**config.mk**
```make
export PLATFORM = sky130hd
export DESIGN_NAME = acc_top
export DESIGN_NICKNAME = d
export VERILOG_FILES = /design/src/core/acc_pkg.sv /design/src/core/acc_sync.sv /design/src/core/acc_top.sv
export VERILOG_INCLUDE_DIRS = /design/src /design/src/core
export SDC_FILE = /design/constraint.sdc
export NUM_CORES = 1
export LEC_CHECK = 0
export BUFFER_PORTS_ARGS = -buffer_cell sky130_fd_sc_hd__buf_2
export CORE_ASPECT_RATIO = 1.25
export CORE_MARGIN = 8
export CORE_UTILIZATION = 52
export CTS_BUF_LIST = sky130_fd_sc_hd__clkbuf_4
export CTS_CLUSTER_DIAMETER = 80
export DETAILED_ROUTE_END_ITERATION = 12
export GPL_TIMING_DRIVEN = 0
export HOLD_SLACK_MARGIN = 0.08
export PLACE_DENSITY = 0.82
export SLEW_MARGIN = 20
export SYNTH_ARGS = -nofsm -noshare
export SYNTH_HDL_FRONTEND = slang
export SYNTH_SLANG_ARGS = --single-unit
```
**constraint.sdc**
```tcl
create_clock -name core_clk_i -period 1.5 [get_ports core_clk_i]
set_clock_uncertainty 0.2 [all_clocks]
set_input_delay 0.225 -clock core_clk_i [delete_from_list [all_inputs] [get_ports core_clk_i]]
set_output_delay 0.225 -clock core_clk_i [all_outputs]
set_load 0.01 [all_outputs]
```
**src/core/acc_defines.svh**
```systemverilog
// Register map, field positions and reset values of the comparator control block
`ifndef ACC_DEFINES_SVH
`define ACC_DEFINES_SVH

`define ACC_ADDR_W       8
`define ACC_DATA_W       8
`define ACC_ADDR_CTRL    8'h18
`define ACC_ADDR_SEL     8'h19
`define ACC_ADDR_STAT    8'h3A
`define ACC_ADDR_MASK    8'h3B
`define ACC_CTRL_RESET   8'h00
`define ACC_SEL_RESET    8'h00
`define ACC_STAT_RESET   2'h0
`define ACC_MASK_RESET   2'h0
`define ACC_READ_IDLE    8'h00
`define ACC_CTRL_RES_BIT 6
`define ACC_STAT_W       2
`define ACC_STAT_CHG     0
`define ACC_STAT_WAKE    1

`endif

```
**src/core/acc_pkg.sv**
```systemverilog
// Types shared by the comparator control block
package acc_pkg;

   // Comparator control register layout, bit 7 down to bit 0
   typedef struct packed {
      logic       enable;
      logic       result;
      logic       sample;
      logic       invert;
      logic [2:0] minus_sel;
      logic       plus_sel;
   } acc_ctrl_s;

   // Comparator selection register layout, bit 7 down to bit 0
   typedef struct packed {
      logic       out_en;
      logic       wake_en;
      logic       range_high;
      logic       range_low;
      logic [3:0] level;
   } acc_sel_s;

endpackage

```
**src/core/acc_sync.sv**
```systemverilog
// Two-flop synchroniser for the asynchronous comparator result
`timescale 1ns/1ps
`default_nettype none

module acc_sync (
   input  wire logic core_clk_i,
   input  wire logic rst_n_i,
   input  wire logic async_i,
   output logic      sync_o
);

   logic stage1;
   logic stage2;

   // First stage feeds only the second stage
   always_ff @(posedge core_clk_i or negedge rst_n_i) begin
      if (!rst_n_i) begin
         stage1 <= 1'b0;
         stage2 <= 1'b0;
      end else begin
         stage1 <= async_i;
         stage2 <= stage1;
      end
   end

   assign sync_o = stage2;

endmodule

`default_nettype wire

```
**src/core/acc_top.sv**
```systemverilog
// Comparator control block: registers, result path, wake-up and interrupt
`timescale 1ns/1ps
`default_nettype none
`include "acc_defines.svh"

module acc_top
   import acc_pkg::*;
(
   input  wire logic                     core_clk_i,
   input  wire logic                     rst_n_i,
   input  wire logic [`ACC_ADDR_W-1:0]   reg_addr_i,
   input  wire logic [`ACC_DATA_W-1:0]   reg_wdata_i,
   input  wire logic                     reg_wr_i,
   input  wire logic                     reg_rd_i,
   output logic      [`ACC_DATA_W-1:0]   reg_rdata_o,
   input  wire logic                     cmp_raw_i,
   input  wire logic                     timer2_clock_i,
   output logic                          cmp_enable_o,
   output logic      [2:0]               minus_sel_o,
   output logic                          plus_sel_o,
   output logic                          range_high_o,
   output logic                          range_low_o,
   output logic      [3:0]               level_o,
   output logic                          port_a_pin_zero_o,
   output logic                          port_a_pin_zero_oe_o,
   output logic                          timer2_cmp_clk_o,
   output logic                          wakeup_o,
   output logic                          irq_o
);

   // Address match used by both the write and read decoders
   function automatic logic addr_is(input logic [`ACC_ADDR_W-1:0] a,
                                    input logic [`ACC_ADDR_W-1:0] target);
      addr_is = (a == target);
   endfunction

   acc_ctrl_s                 ctrl;
   acc_ctrl_s                 next_ctrl;
   acc_sel_s                  sel;
   acc_sel_s                  next_sel;
   logic [`ACC_STAT_W-1:0]    stat;
   logic [`ACC_STAT_W-1:0]    next_stat;
   logic [`ACC_STAT_W-1:0]    mask;
   logic [`ACC_STAT_W-1:0]    next_mask;
   logic [`ACC_DATA_W-1:0]    rdata;
   logic [`ACC_DATA_W-1:0]    next_rdata;
   logic                      irq;
   logic                      next_irq;
   logic                      cmp_sync;
   logic                      res_now;
   logic                      res_q;
   logic                      t2_q;
   logic                      t2_rise;
   logic                      sampled_q;
   logic                      next_sampled;
   logic                      path;
   logic                      pin;
   logic                      next_pin;
   logic                      t2out;
   logic                      next_t2out;
   logic                      wake;
   logic                      next_wake;
   logic                      chg_evt;
   logic                      wake_evt;

   // Raw comparator result enters the clock domain here
   acc_sync u_sync (
      .core_clk_i (core_clk_i),
      .rst_n_i    (rst_n_i),
      .async_i    (cmp_raw_i),
      .sync_o     (cmp_sync)
   );

   // Result path: gating, timer2 sampling, polarity and change detection
   always_comb begin
      res_now      = ctrl.enable & cmp_sync;
      t2_rise      = timer2_clock_i & ~t2_q;
      next_sampled = t2_rise ? res_now : sampled_q;
      path         = (ctrl.sample ? sampled_q : res_now)
                     ^ ctrl.invert;
      next_pin     = path;
      next_t2out   = path;
      chg_evt      = (res_now != res_q);
      wake_evt     = sel.wake_en & chg_evt;
      next_wake    = wake_evt;
   end

   // Result path registers
   always_ff @(posedge core_clk_i or negedge rst_n_i) begin
      if (!rst_n_i) begin
         res_q     <= 1'b0;
         t2_q      <= 1'b0;
         sampled_q <= 1'b0;
         pin       <= 1'b0;
         t2out     <= 1'b0;
         wake      <= 1'b0;
      end else begin
         res_q     <= res_now;
         t2_q      <= timer2_clock_i;
         sampled_q <= next_sampled;
         pin       <= next_pin;
         t2out     <= next_t2out;
         wake      <= next_wake;
      end
   end

   // Register writes, sticky status with set over clear, read data
   always_comb begin
      next_ctrl  = ctrl;
      next_sel   = sel;
      next_mask  = mask;
      next_stat  = stat;
      next_rdata = `ACC_READ_IDLE;
      if (reg_wr_i && addr_is(reg_addr_i, `ACC_ADDR_CTRL)) begin
         next_ctrl        = acc_ctrl_s'(reg_wdata_i);
         next_ctrl.result = 1'b0;                            // Read-only bit is not stored
      end
      if (reg_wr_i && addr_is(reg_addr_i, `ACC_ADDR_SEL)) begin
         next_sel = acc_sel_s'(reg_wdata_i);
      end
      if (reg_wr_i && addr_is(reg_addr_i, `ACC_ADDR_MASK)) begin
         next_mask = reg_wdata_i[`ACC_STAT_W-1:0];
      end
      if (reg_wr_i && addr_is(reg_addr_i, `ACC_ADDR_STAT)) begin
         next_stat = stat & ~reg_wdata_i[`ACC_STAT_W-1:0];
      end
      next_stat[`ACC_STAT_CHG]  = next_stat[`ACC_STAT_CHG] | chg_evt;
      next_stat[`ACC_STAT_WAKE] = next_stat[`ACC_STAT_WAKE] | wake_evt;
      next_irq = |(next_stat & next_mask);
      if (reg_rd_i) begin
         if (addr_is(reg_addr_i, `ACC_ADDR_CTRL)) begin
            next_rdata                   = ctrl;
            next_rdata[`ACC_CTRL_RES_BIT] = res_now;
         end else if (addr_is(reg_addr_i, `ACC_ADDR_STAT)) begin
            next_rdata[`ACC_STAT_W-1:0] = stat;
         end else if (addr_is(reg_addr_i, `ACC_ADDR_MASK)) begin
            next_rdata[`ACC_STAT_W-1:0] = mask;
         end
      end
   end

   // Register file flops
   always_ff @(posedge core_clk_i or negedge rst_n_i) begin
      if (!rst_n_i) begin
         ctrl  <= acc_ctrl_s'(`ACC_CTRL_RESET);
         sel   <= acc_sel_s'(`ACC_SEL_RESET);
         stat  <= `ACC_STAT_RESET;
         mask  <= `ACC_MASK_RESET;
         rdata <= `ACC_READ_IDLE;
         irq   <= 1'b0;
      end else begin
         ctrl  <= next_ctrl;
         sel   <= next_sel;
         stat  <= next_stat;
         mask  <= next_mask;
         rdata <= next_rdata;
         irq   <= next_irq;
      end
   end

   // Outputs straight from flops
   assign reg_rdata_o          = rdata;
   assign cmp_enable_o         = ctrl.enable;
   assign minus_sel_o          = ctrl.minus_sel;
   assign plus_sel_o           = ctrl.plus_sel;
   assign range_high_o         = sel.range_high;
   assign range_low_o          = sel.range_low;
   assign level_o              = sel.level;
   assign port_a_pin_zero_o    = pin;
   assign port_a_pin_zero_oe_o = sel.out_en;
   assign timer2_cmp_clk_o     = t2out;
   assign wakeup_o             = wake;
   assign irq_o                = irq;
endmodule

`default_nettype wire

```
==> reports/qor.yml, run 1 <==
status:
  status: "complete, no violations"
detailed_routing:
  vias: 975
  drt_first_pass_iters: 4
  routed_wl_um: 2930
  vias_per_cell: 4.90
  drt_iter0_drc: 29
  drc: 0
  ant_nets: 0
  routedWlPerCell_um: 14.7
clock_network:
  clkSinkCount: 35
  cts.htree.levels: 2
  clk_path_buf_depth: 2
  post_cts_buffers: 0
  root_buffer: "clkbuf_4"
  cts.clk_slew.worst_paths_ns: 0.10
  cts_inserted_buffers: 5
  clk_latency_ns: 0.33
  holdBufCountCts: 14
  cts_tree: "yes"
grt:
  grt_pass1_vias: 1036
  grt_pass1_wl_um: 4900
  grt.total_usage_pct: 13.5
  antenna_found_initial: 0
  grt_max_degree: 36
  grt-ovfl-total: 0
floorplanning:
  die_h_um: 74.5
  core-area_sq_um: 2650
  num_io_pins: 46
  rows: 21
  dieArea_sq_um: 4680
  start_util_pct: 53.7
  die_w_um: 62.8
worst_setup_path:
  r2r-start: "cmp_enable_o"
  rrSetupSlack_ns: 0.10
  critical_path_peak_fanout: 3
  critPathCaptureType: "output port"
  crit_arrival_ns: 1.01
  required_ns: 1.07
  crit_path_start_kind: "flip-flop"
  reg2reg_depth: 4
  r2r-end: "irq_o"
  worstSetupPathType: "reg -> out"
logic_synthesis:
  synth.distinct_cells: 25
  synth_fa_ha_area_share_pct: 0
  avgSynthCellArea_sq_um: 14.5
  yosys.area.top_type: "dfrtp_1"
  async_reset_ff_share_pct: 100
  yosysWarnings: 0
  syn_inst: 98
  yosys.area_share.simple_pct: 13.0
  ys.flop_type: "dfrtp_1"
  ys_seq_elements: 35
  synth_mux_area_share_pct: 15.3
  yosys-top-cells-count: "dfrtp_1 (35), mux2_2 (18), buf_4 (8)"
  synth_area_sq_um: 1420
  synthXorXnorAreaFrac_pct: 1.23
  ys_seq_area_share_pct: 61.5
  synth_top_family_by_area: "multiplexers"
  syn-num-nets: 120
  ys_top_cells_by_area: "dfrtp_1 (62%), mux2_2 (14%), buf_4 (4.2%)"
  synth_edf_count: 0
  synth.top_cell.area_share_pct: 61.5
  synth-compound-area-share_pct: 4.22
  synth_most_common_cell: "dfrtp_1"
timing:
  tightest_slew_ns: 0.729
  setup_violations: 0
  rsz0062_at_grt: "no"
  finalCritPeriodShare_pct: 95.3
  max_freq_mhz: 699
  slew_headroom_pct: 51.4
  final.min_clock_period_ns: 1.43
  holdWs_ns: 0.0424
  hold_viol: 0
  setup_ws_ns: 0.0699
  setup_tns_ns: 0
  slew_viol_final: 0
placement:
  dp_worst_setup_slack_ns: -0.230
  place_hpwl_um: 2130
  gp_congestion: 0.802
  io_buffers: 45
power_and_ir_drop:
  p_per_area_nw_per_um2: 895
  cellLeakagePower_nw: 1.04
  power_mw: 1.69
  ir_worst_vdd_mv: 0.826
hold_path:
  worstHoldEndpoint: "reg_rdata_o[1]"
  hold_start: "reg_addr_i[2]"
  whs_path_depth: 3
  hold_class: "in -> reg"
finish:
  drive_gt1_share_pct: 52.7
  fill_cells: 202
  final_nets: 186
  syn2layout_area_growth_pct: 33.0
  fin_util_pct: 71.3
  antennaDiodeCount: 0
job:
  drv_cap: 0
[state kept, by name, indices dropped and copies added, names as in the netlist, 2 cells and up]
signal / count
stat: 2
mask: 2
reg_rdata_o: 8
minus_sel_o: 3
ctrl: 2
level_o: 4
[through the flow]
stage | instance area, sq um | instances
floorplan | 1430 | 98
global route | 1890 | 199
CTS | 1890 | 199
global placement | 1700 | 177
detailed placement | 1700 | 177
finish | 1890 | 199
[cells by family after synthesis]
family	Yosys count
buffers and inverters	10
AOI/OAI and AO/OA	8
xor gates and xnor gates	2
and+or+nand+nor	24
DFF	35
muxes	19
[layout by cell type (no fill, tap or decap), types with 3 or more instances in the layout]
cell type,instances
and2_1,7
nor2_1,3
mux2_2,17
buf_2,45
buf_4,8
clkbuf_4,5
clkinv_2,3
dfrtp_1,35
dlygate4sd3_1,14
[worst max-delay path, cell delays in order (launching register included)]
cell and delay, ns:
dfrtp_1 0.41, buf_4 0.14, buf_2 0.13
[per-layer routing]
metal	wire [um]	up-vias	track usage, %
li1	-	470	-
met1	1080	465	13.0
met2	1620	33	24.8
met3	177	7	5.27
met4	56	0	6.60
met5	0	-	0
[repair_timing]
action,in CTS,in global routing
setup endpoints to repair,0,2
endpoints found under the hold margin,59,2
gates resized for setup,0,2
[layout make-up]
cell class | instances | area [sq um] | share of cell area, %
Buffer | 8 | 60.1 | 3.17
Clock buffer | 5 | 37.5 | 1.98
Clock inverter | 3 | 15.0 | 0.793
Inverter | 2 | 7.51 | 0.397
Multi-Input combinational cell | 53 | 489 | 25.8
Sequential cell | 35 | 876 | 46.3
Tap cell | 34 | 42.5 | 2.25
Timing Repair Buffer | 59 | 365 | 19.3
[worst max-delay path by stage]
stage                     cells past startpoint             end           start  slack, ns
after floorplan                               4           irq_o   reg_addr_i[6]      -0.03
after global routing                          2  minus_sel_o[0]  minus_sel_o[0]       0.02
after detailed placement                      5  minus_sel_o[2]   reg_addr_i[6]      -0.23
after global placement                        5      level_o[0]   reg_addr_i[6]      -0.20
after CTS                                     5  reg_rdata_o[2]        reg_rd_i       0.03
final                                         2  minus_sel_o[0]  minus_sel_o[0]       0.07
[power by group]
group | switching (mW) | internal (mW) | total (mW) | leakage (nW)
combinational | 0.0930 | 0.116 | 0.209 | 0.527
sequential | 0.0267 | 0.987 | 1.01 | 0.475
clock | 0.296 | 0.174 | 0.470 | 0.0347
total | 0.416 | 1.28 | 1.69 | 1.04
(Power assumes the default switching activity.)
==> inputs of run 2 (changes only) <==
==> constraint.sdc (replaced) <==
create_clock -name core_clk_i -period 1.5 [get_ports core_clk_i]
set_clock_uncertainty 0.2 [all_clocks]
set_input_delay 0.075 -clock core_clk_i [delete_from_list [all_inputs] [get_ports core_clk_i]]
set_output_delay 0.075 -clock core_clk_i [all_outputs]
set_load 0.01 [all_outputs]
==> reports/qor.yml, run 2 (synthesis results as in run 1) <==
status:
  status: "finished, violations left"
  failed_checks: "hold timing"
placement:
  place_hpwl_um: 2230  # +4.7%
  dp_worst_setup_slack_ns: -0.106  # +0.124 ns
  gp_congestion: 0.798  # -0.44%
  place_area_sq_um: 1690  # -0.22%
  io_buffers: 45  # unchanged
timing:
  max_freq_mhz: 700  # +0.15%
  holdWs_ns: -0.116  # -0.158 ns
  tightest_slew_ns: 0.728  # -0.000827 ns
  setup_tns_ns: 0  # unchanged
  rsz0062_at_grt: "no"
  final.min_clock_period_ns: 1.43  # -0.00213 ns
  setup_ws_ns: 0.0720  # +0.00213 ns
  slew_viol_final: 0  # unchanged
  hold_viol: 3  # +3
  slew_headroom_pct: 51.4  # +0.055 points
  finalCritPeriodShare_pct: 95.2  # -0.14 points
  setup_violations: 0  # unchanged
power_and_ir_drop:
  power_mw: 1.69  # about the same
  clkPwrFrac_pct: 28.0  # +0.2 points
  p_comb_share_pct: 12.3  # about the same
  p_int_mw: 1.29  # +1.0%
  switching_share_pct: 23.7  # -0.82 points
  cellLeakagePower_nw: 1.02  # -1.3%
  p_per_area_nw_per_um2: 907  # +1.4%
  seq_power_share_pct: 59.8  # about the same
  p_sw_uw: 402  # -3.4%
  ir_worst_vdd_mv: 0.683  # -17%
worst_setup_path:
  slowest_delay_ns: 0.40  # about the same
  crit_path_start_kind: "flip-flop"
  critPathCaptureType: "flip-flop"
  reg2reg_depth: 4  # unchanged
  crit_arrival_ns: 1.45  # +0.44 ns
  critical_path_peak_fanout: 4  # +1
  r2r-end: "irq_o"
  critical_path.most_common_cell: "a22o_1"
  worstSetupPathType: "reg -> reg"
  rrSetupSlack_ns: 0.07  # -0.03 ns
  cp_num_buf_inv: 0  # -2
  required_ns: 1.52  # +0.45 ns
  crit_family: "compound AO/OA/AOI/OAI gates"
  r2r-start: "cmp_enable_o"
  path_cells: "nand2_2 > xnor2_1 > a22o_1 > a22o_1"
  cpMaxStageDelayCell: "dfrtp_1"
detailed_routing:
  vias_per_cell: 4.95  # +1.0%
  wl_met2_um: 1660  # +2.9%
  wl_met1_um: 1190  # +10%
  top_layer_used: "met4"
  vias: 975  # unchanged
  routed_wl_um: 3050  # +4.1%
  routedWlPerCell_um: 15.5  # +5.2%
  drc: 0  # unchanged
  drt_first_pass_iters: 4  # unchanged
  drt_iter0_drc: 40  # +38%
  wl_met3_um: 157  # -11%
  ant_nets: 0  # unchanged
clock_network:
  cts.htree.levels: 2  # unchanged
  clkSinkCount: 35  # unchanged
  cts.clk_slew.worst_paths_ns: 0.10  # about the same
  root_buffer: "clkbuf_4"
  clk_path_buf_depth: 2  # unchanged
  holdBufCountCts: 13  # -1
  post_cts_buffers: 0  # unchanged
  cts_inserted_buffers: 5  # unchanged
  clk_latency_ns: 0.33  # about the same
  cts_tree: "yes"
finish:
  syn2layout_area_growth_pct: 31.1
  layout_common_cells: "buf_2 (45), dfrtp_1 (35), mux2_2 (18), dlygate4sd3_1 (12), buf_4 (8)"
  fill_cells: 192  # -5.0%
  layout_commonest_cell: "buf_2"
  multi_input_area_sq_um: 483  # -1.3%
  seqCellArea_sq_um: 876  # unchanged
  fin_util_pct: 70.3  # -0.99 points
  final_nets: 184  # -1.1%
  largest_reg_flops: 8  # unchanged
  stdcell_area_sq_um: 1870  # -1.4%
  antennaDiodeCount: 0  # unchanged
  drive_gt1_share_pct: 51.5  # -1.2 points
floorplanning:
  dieArea_sq_um: 4680  # unchanged
  num_io_pins: 46  # unchanged
  start_util_pct: 53.7  # unchanged
  die_w_um: 62.8  # unchanged
  core-area_sq_um: 2650  # unchanged
  rows: 21  # unchanged
  die_h_um: 74.5  # unchanged
job:
  drv_cap: 0  # unchanged
grt:
  grt_pass1_vias: 1051  # +1.4%
  antenna_found_initial: 0  # unchanged
  grt.total_usage_pct: 13.8  # +0.37 points
  grt_pass1_wl_um: 5000  # +2.0%
  grt-ovfl-total: 0  # unchanged
  grt_max_degree: 36  # unchanged
hold_path:
  hold_start: "reg_addr_i[2]"
  whs_path_depth: 3  # unchanged
  hold_class: "in -> reg"
  worstHoldEndpoint: "reg_rdata_o[0]"
-- run 2: changes by cell type in the layout (fill, tap and decap cells not counted), sizes merged --
| cell | delta |
|---|---|
| clkinv | -1 |
| dlygate4sd3 | -2 |
| clkbuf | +1 |
-- run 2: worst min-delay path, stage by stage --
cell      delay [ns]
buf_2           0.09
nand4b_1        0.15
nor2_1          0.06
-- run 2: how the worst max path moves through the flow --
stage / end / cells after the start / from
finish: irq_o / 4 / cmp_enable_o
global route: irq_o / 4 / cmp_enable_o
CTS: irq_o / 4 / cmp_enable_o
detailed placement: irq_o / 5 / reg_addr_i[7]
global placement: irq_o / 5 / reg_addr_i[7]
floorplan: irq_o / 4 / reg_addr_i[2]
-- run 2: layout make-up --
| class | count | share of cell area [%] |
|---|---|---|
| timing repair buffer | 57 | 18.5 |
| tap | 34 | 2.28 |
| sequential | 35 | 46.9 |
| clock inverter | 2 | 0.402 |
| clock buffer | 6 | 2.41 |
| multi-input combinational | 53 | 25.9 |
| buffer | 8 | 3.22 |
| inverter | 2 | 0.402 |
-- run 2: routing by layer --
| metal | up-vias | GRT usage [%] |
|---|---|---|
| met1 | 477 | 13.3 |
| met4 | 0 | 6.35 |
| li1 | 468 | - |
| met2 | 26 | 26.2 |
| met3 | 4 | 4.97 |
| met5 | - | 0 |
-- run 2: through the flow --
step / std cells / hold slack (ns)
finish: 197 / -0.116
global route: 197 / -0.0970
CTS: 198 / -0.129
detailed placement: 177 / -0.0281
global placement: 177 / -0.0357
floorplan: 98 / -0.421
-- run 2: power by group through the flow --
stage               Clock [mW]  Combinational [mW]  Sequential [mW]
floorplan                    0              0.0869             1.03
global placement             0               0.176             1.03
detailed placement           0               0.184             1.03
CTS                      0.485               0.210             1.01
global route             0.528               0.227             1.02
finish                   0.473               0.208             1.01
-- run 2: timing repair --
action	in CTS	in global routing
endpoints found under the hold margin	60	13
setup endpoints to repair	0	3
resized for setup	0	1
==> inputs of run 3 (changes only) <==
SETUP_SLACK_MARGIN = 0.3   (was not set)
==> reports/qor.yml, run 3 (synthesis results as in run 1) <==
status:
  status: "finished, violations left"
  failed_checks: "hold timing"
detailed_routing:
  vias: 1015  # +4.1%
  drc: 0  # unchanged
  vias_per_cell: 5.00  # +1.0%
  routedWlPerCell_um: 15.8  # +2.4%
  ant_nets: 0  # unchanged
  routed_wl_um: 3210  # +5.5%
  drt_first_pass_iters: 4  # unchanged
  drt_iter0_drc: 32  # -20%
worst_setup_path:
  critPathCaptureType: "flip-flop"
  crit_arrival_ns: 1.37  # -0.08 ns
  crit_path_start_kind: "primary input"
  crit_family: "buffers and inverters"
  cpMaxStageDelayCell: "dlygate4sd3_1"
  slowest_delay_ns: 0.65  # +0.25 ns
  critical_path_peak_fanout: 4  # unchanged
  cp_num_buf_inv: 2  # +2
  worstSetupPathType: "in -> reg"
  path_cells: "buf_2 > dlygate4sd3_1 > nand4_1 > a21o_1 > a22o_1"
  required_ns: 1.51  # about the same
placement:
  place_hpwl_um: 2170  # -2.4%
  io_buffers: 45  # unchanged
  place_area_sq_um: 1710  # +0.81%
  gp_congestion: 0.799  # about the same
clock_network:
  cts.clk_slew.worst_paths_ns: 0.09  # about the same
  holdBufCountCts: 11  # -2
  cts_inserted_buffers: 5  # unchanged
  cts_tree: "yes"
  clk_path_buf_depth: 2  # unchanged
  root_buffer: "clkbuf_4"
  cts.htree.levels: 2  # unchanged
  clk_latency_ns: 0.32  # about the same
  clkSinkCount: 35  # unchanged
finish:
  final_nets: 191  # +3.8%
  syn2layout_area_growth_pct: 42.5
  drive_gt1_share_pct: 55.6  # +4.1 points
  antennaDiodeCount: 0  # unchanged
  layout_common_cells: "dfrtp_1 (35), buf_2 (35), buf_6 (18), mux2_2 (16), dlygate4sd3_1 (11)"
  stdcell_area_sq_um: 2030  # +8.7%
  largest_reg_flops: 8  # unchanged
  fill_cells: 185  # -3.6%
timing:
  slew_viol_final: 0  # unchanged
  max_freq_mhz: 736  # +5.1%
  final.min_clock_period_ns: 1.36  # -0.0695 ns
  setup_violations: 0  # unchanged
  setup_tns_ns: 0  # unchanged
  slew_headroom_pct: 52.1  # +0.65 points
  rsz0062_at_grt: "yes"
  tightest_slew_ns: 0.719  # -0.00968 ns
  finalCritPeriodShare_pct: 90.6  # -4.6 points
  holdWs_ns: -0.127  # -0.0106 ns
  hold_viol: 2  # -1
floorplanning:
  core-area_sq_um: 2650  # unchanged
  num_io_pins: 46  # unchanged
  rows: 21  # unchanged
  dieArea_sq_um: 4680  # unchanged
  die_h_um: 74.5  # unchanged
  start_util_pct: 53.7  # unchanged
  die_w_um: 62.8  # unchanged
grt:
  grt-ovfl-total: 0  # unchanged
  antenna_found_initial: 0  # unchanged
  grt_pass1_vias: 1132  # +7.7%
  grt_max_degree: 36  # unchanged
  grt.total_usage_pct: 14.3  # +0.48 points
  grt_pass1_wl_um: 5240  # +5.0%
power_and_ir_drop:
  cellLeakagePower_nw: 1.09  # +6.5%
  ir_worst_vdd_mv: 0.762  # +12%
  p_per_area_nw_per_um2: 839  # -7.4%
job:
  drv_cap: 0  # unchanged
hold_path:
  hold_class: "in -> reg"
==> run 3: cell types whose count changed in the layout (fill, tap and decap cells not counted), moves of 2 or more <==
cell,change
mux2_4,+2
buf_2,-10
buf_6,+18
mux2_2,-2
==> run 3: what timing repair did <==
| item | in CTS | in global routing |
|---|---|---|
| resized for setup | 20 | 2 |
| endpoints found under the hold margin | 62 | 12 |
| buffers inserted | 6 | 2 |
| endpoints found under the setup margin | 20 | 23 |
| pin swaps | 6 | 2 |
==> run 3: final cells by class <==
cell class	instances	area, sq um	area share (%)
Sequential cell	35	876	43.2
Clock buffer	5	37.5	1.85
Multi-Input combinational cell	53	509	25.1
Buffer	8	90.1	4.44
Timing Repair Buffer	64	458	22.6
Inverter	2	7.51	0.370
Tap cell	34	42.5	2.10
Clock inverter	2	8.76	0.432
==> run 3: final timing paths <==
kind                            slack [ns]            from        endpoint  cells after the start
worst max register to register        0.16    cmp_enable_o           irq_o                      4
worst min register to register        0.16   u_sync.stage1   u_sync.sync_o                      0
max in group asynchronous             0.50         rst_n_i      level_o[0]                      2
worst min-delay path                 -0.13        reg_rd_i  reg_rdata_o[0]                      3
worst max-delay path                  0.14  reg_wdata_i[0]           irq_o                      5
min in group asynchronous             0.14         rst_n_i       sampled_q                      2
==> run 3: worst reg2reg max path, cell delays in order (launching register included) <==
cell	delay, ns
dfrtp_1	0.38
nand2_2	0.08
xnor2_2	0.16
a22o_1	0.24
a22o_1	0.18
==> run 3: stage by stage <==
stage	hold WS (ns)	util, %	power (mW)	worst slack (ns)	std cells
2_1_floorplan	-0.421	-	1.12	0.120	98
3_3_place_gp	-0.0317	64.3	1.21	-0.0431	177
5_1_grt	-0.139	76.5	1.79	0.106	203
6_report	-0.127	76.5	1.70	0.141	203
4_1_cts	-0.139	75.8	1.72	0.178	201
3_5_place_dp	-0.0296	64.3	1.22	-0.0882	177
==> run 3: power breakdown <==
part / switching, mW / internal, mW
sequential: 0.0295 / 0.987
clock: 0.270 / 0.166
combinational: 0.105 / 0.146
==> run 3: per-layer routing <==
metal  GRT usage [%]  vias to the layer above  wire length, um
met1            14.2                      507             1190
met4            7.11                        0               29
met3            4.82                        4              155
met5               0                        -                0
met2            26.5                       23             1840
li1                -                      481                -
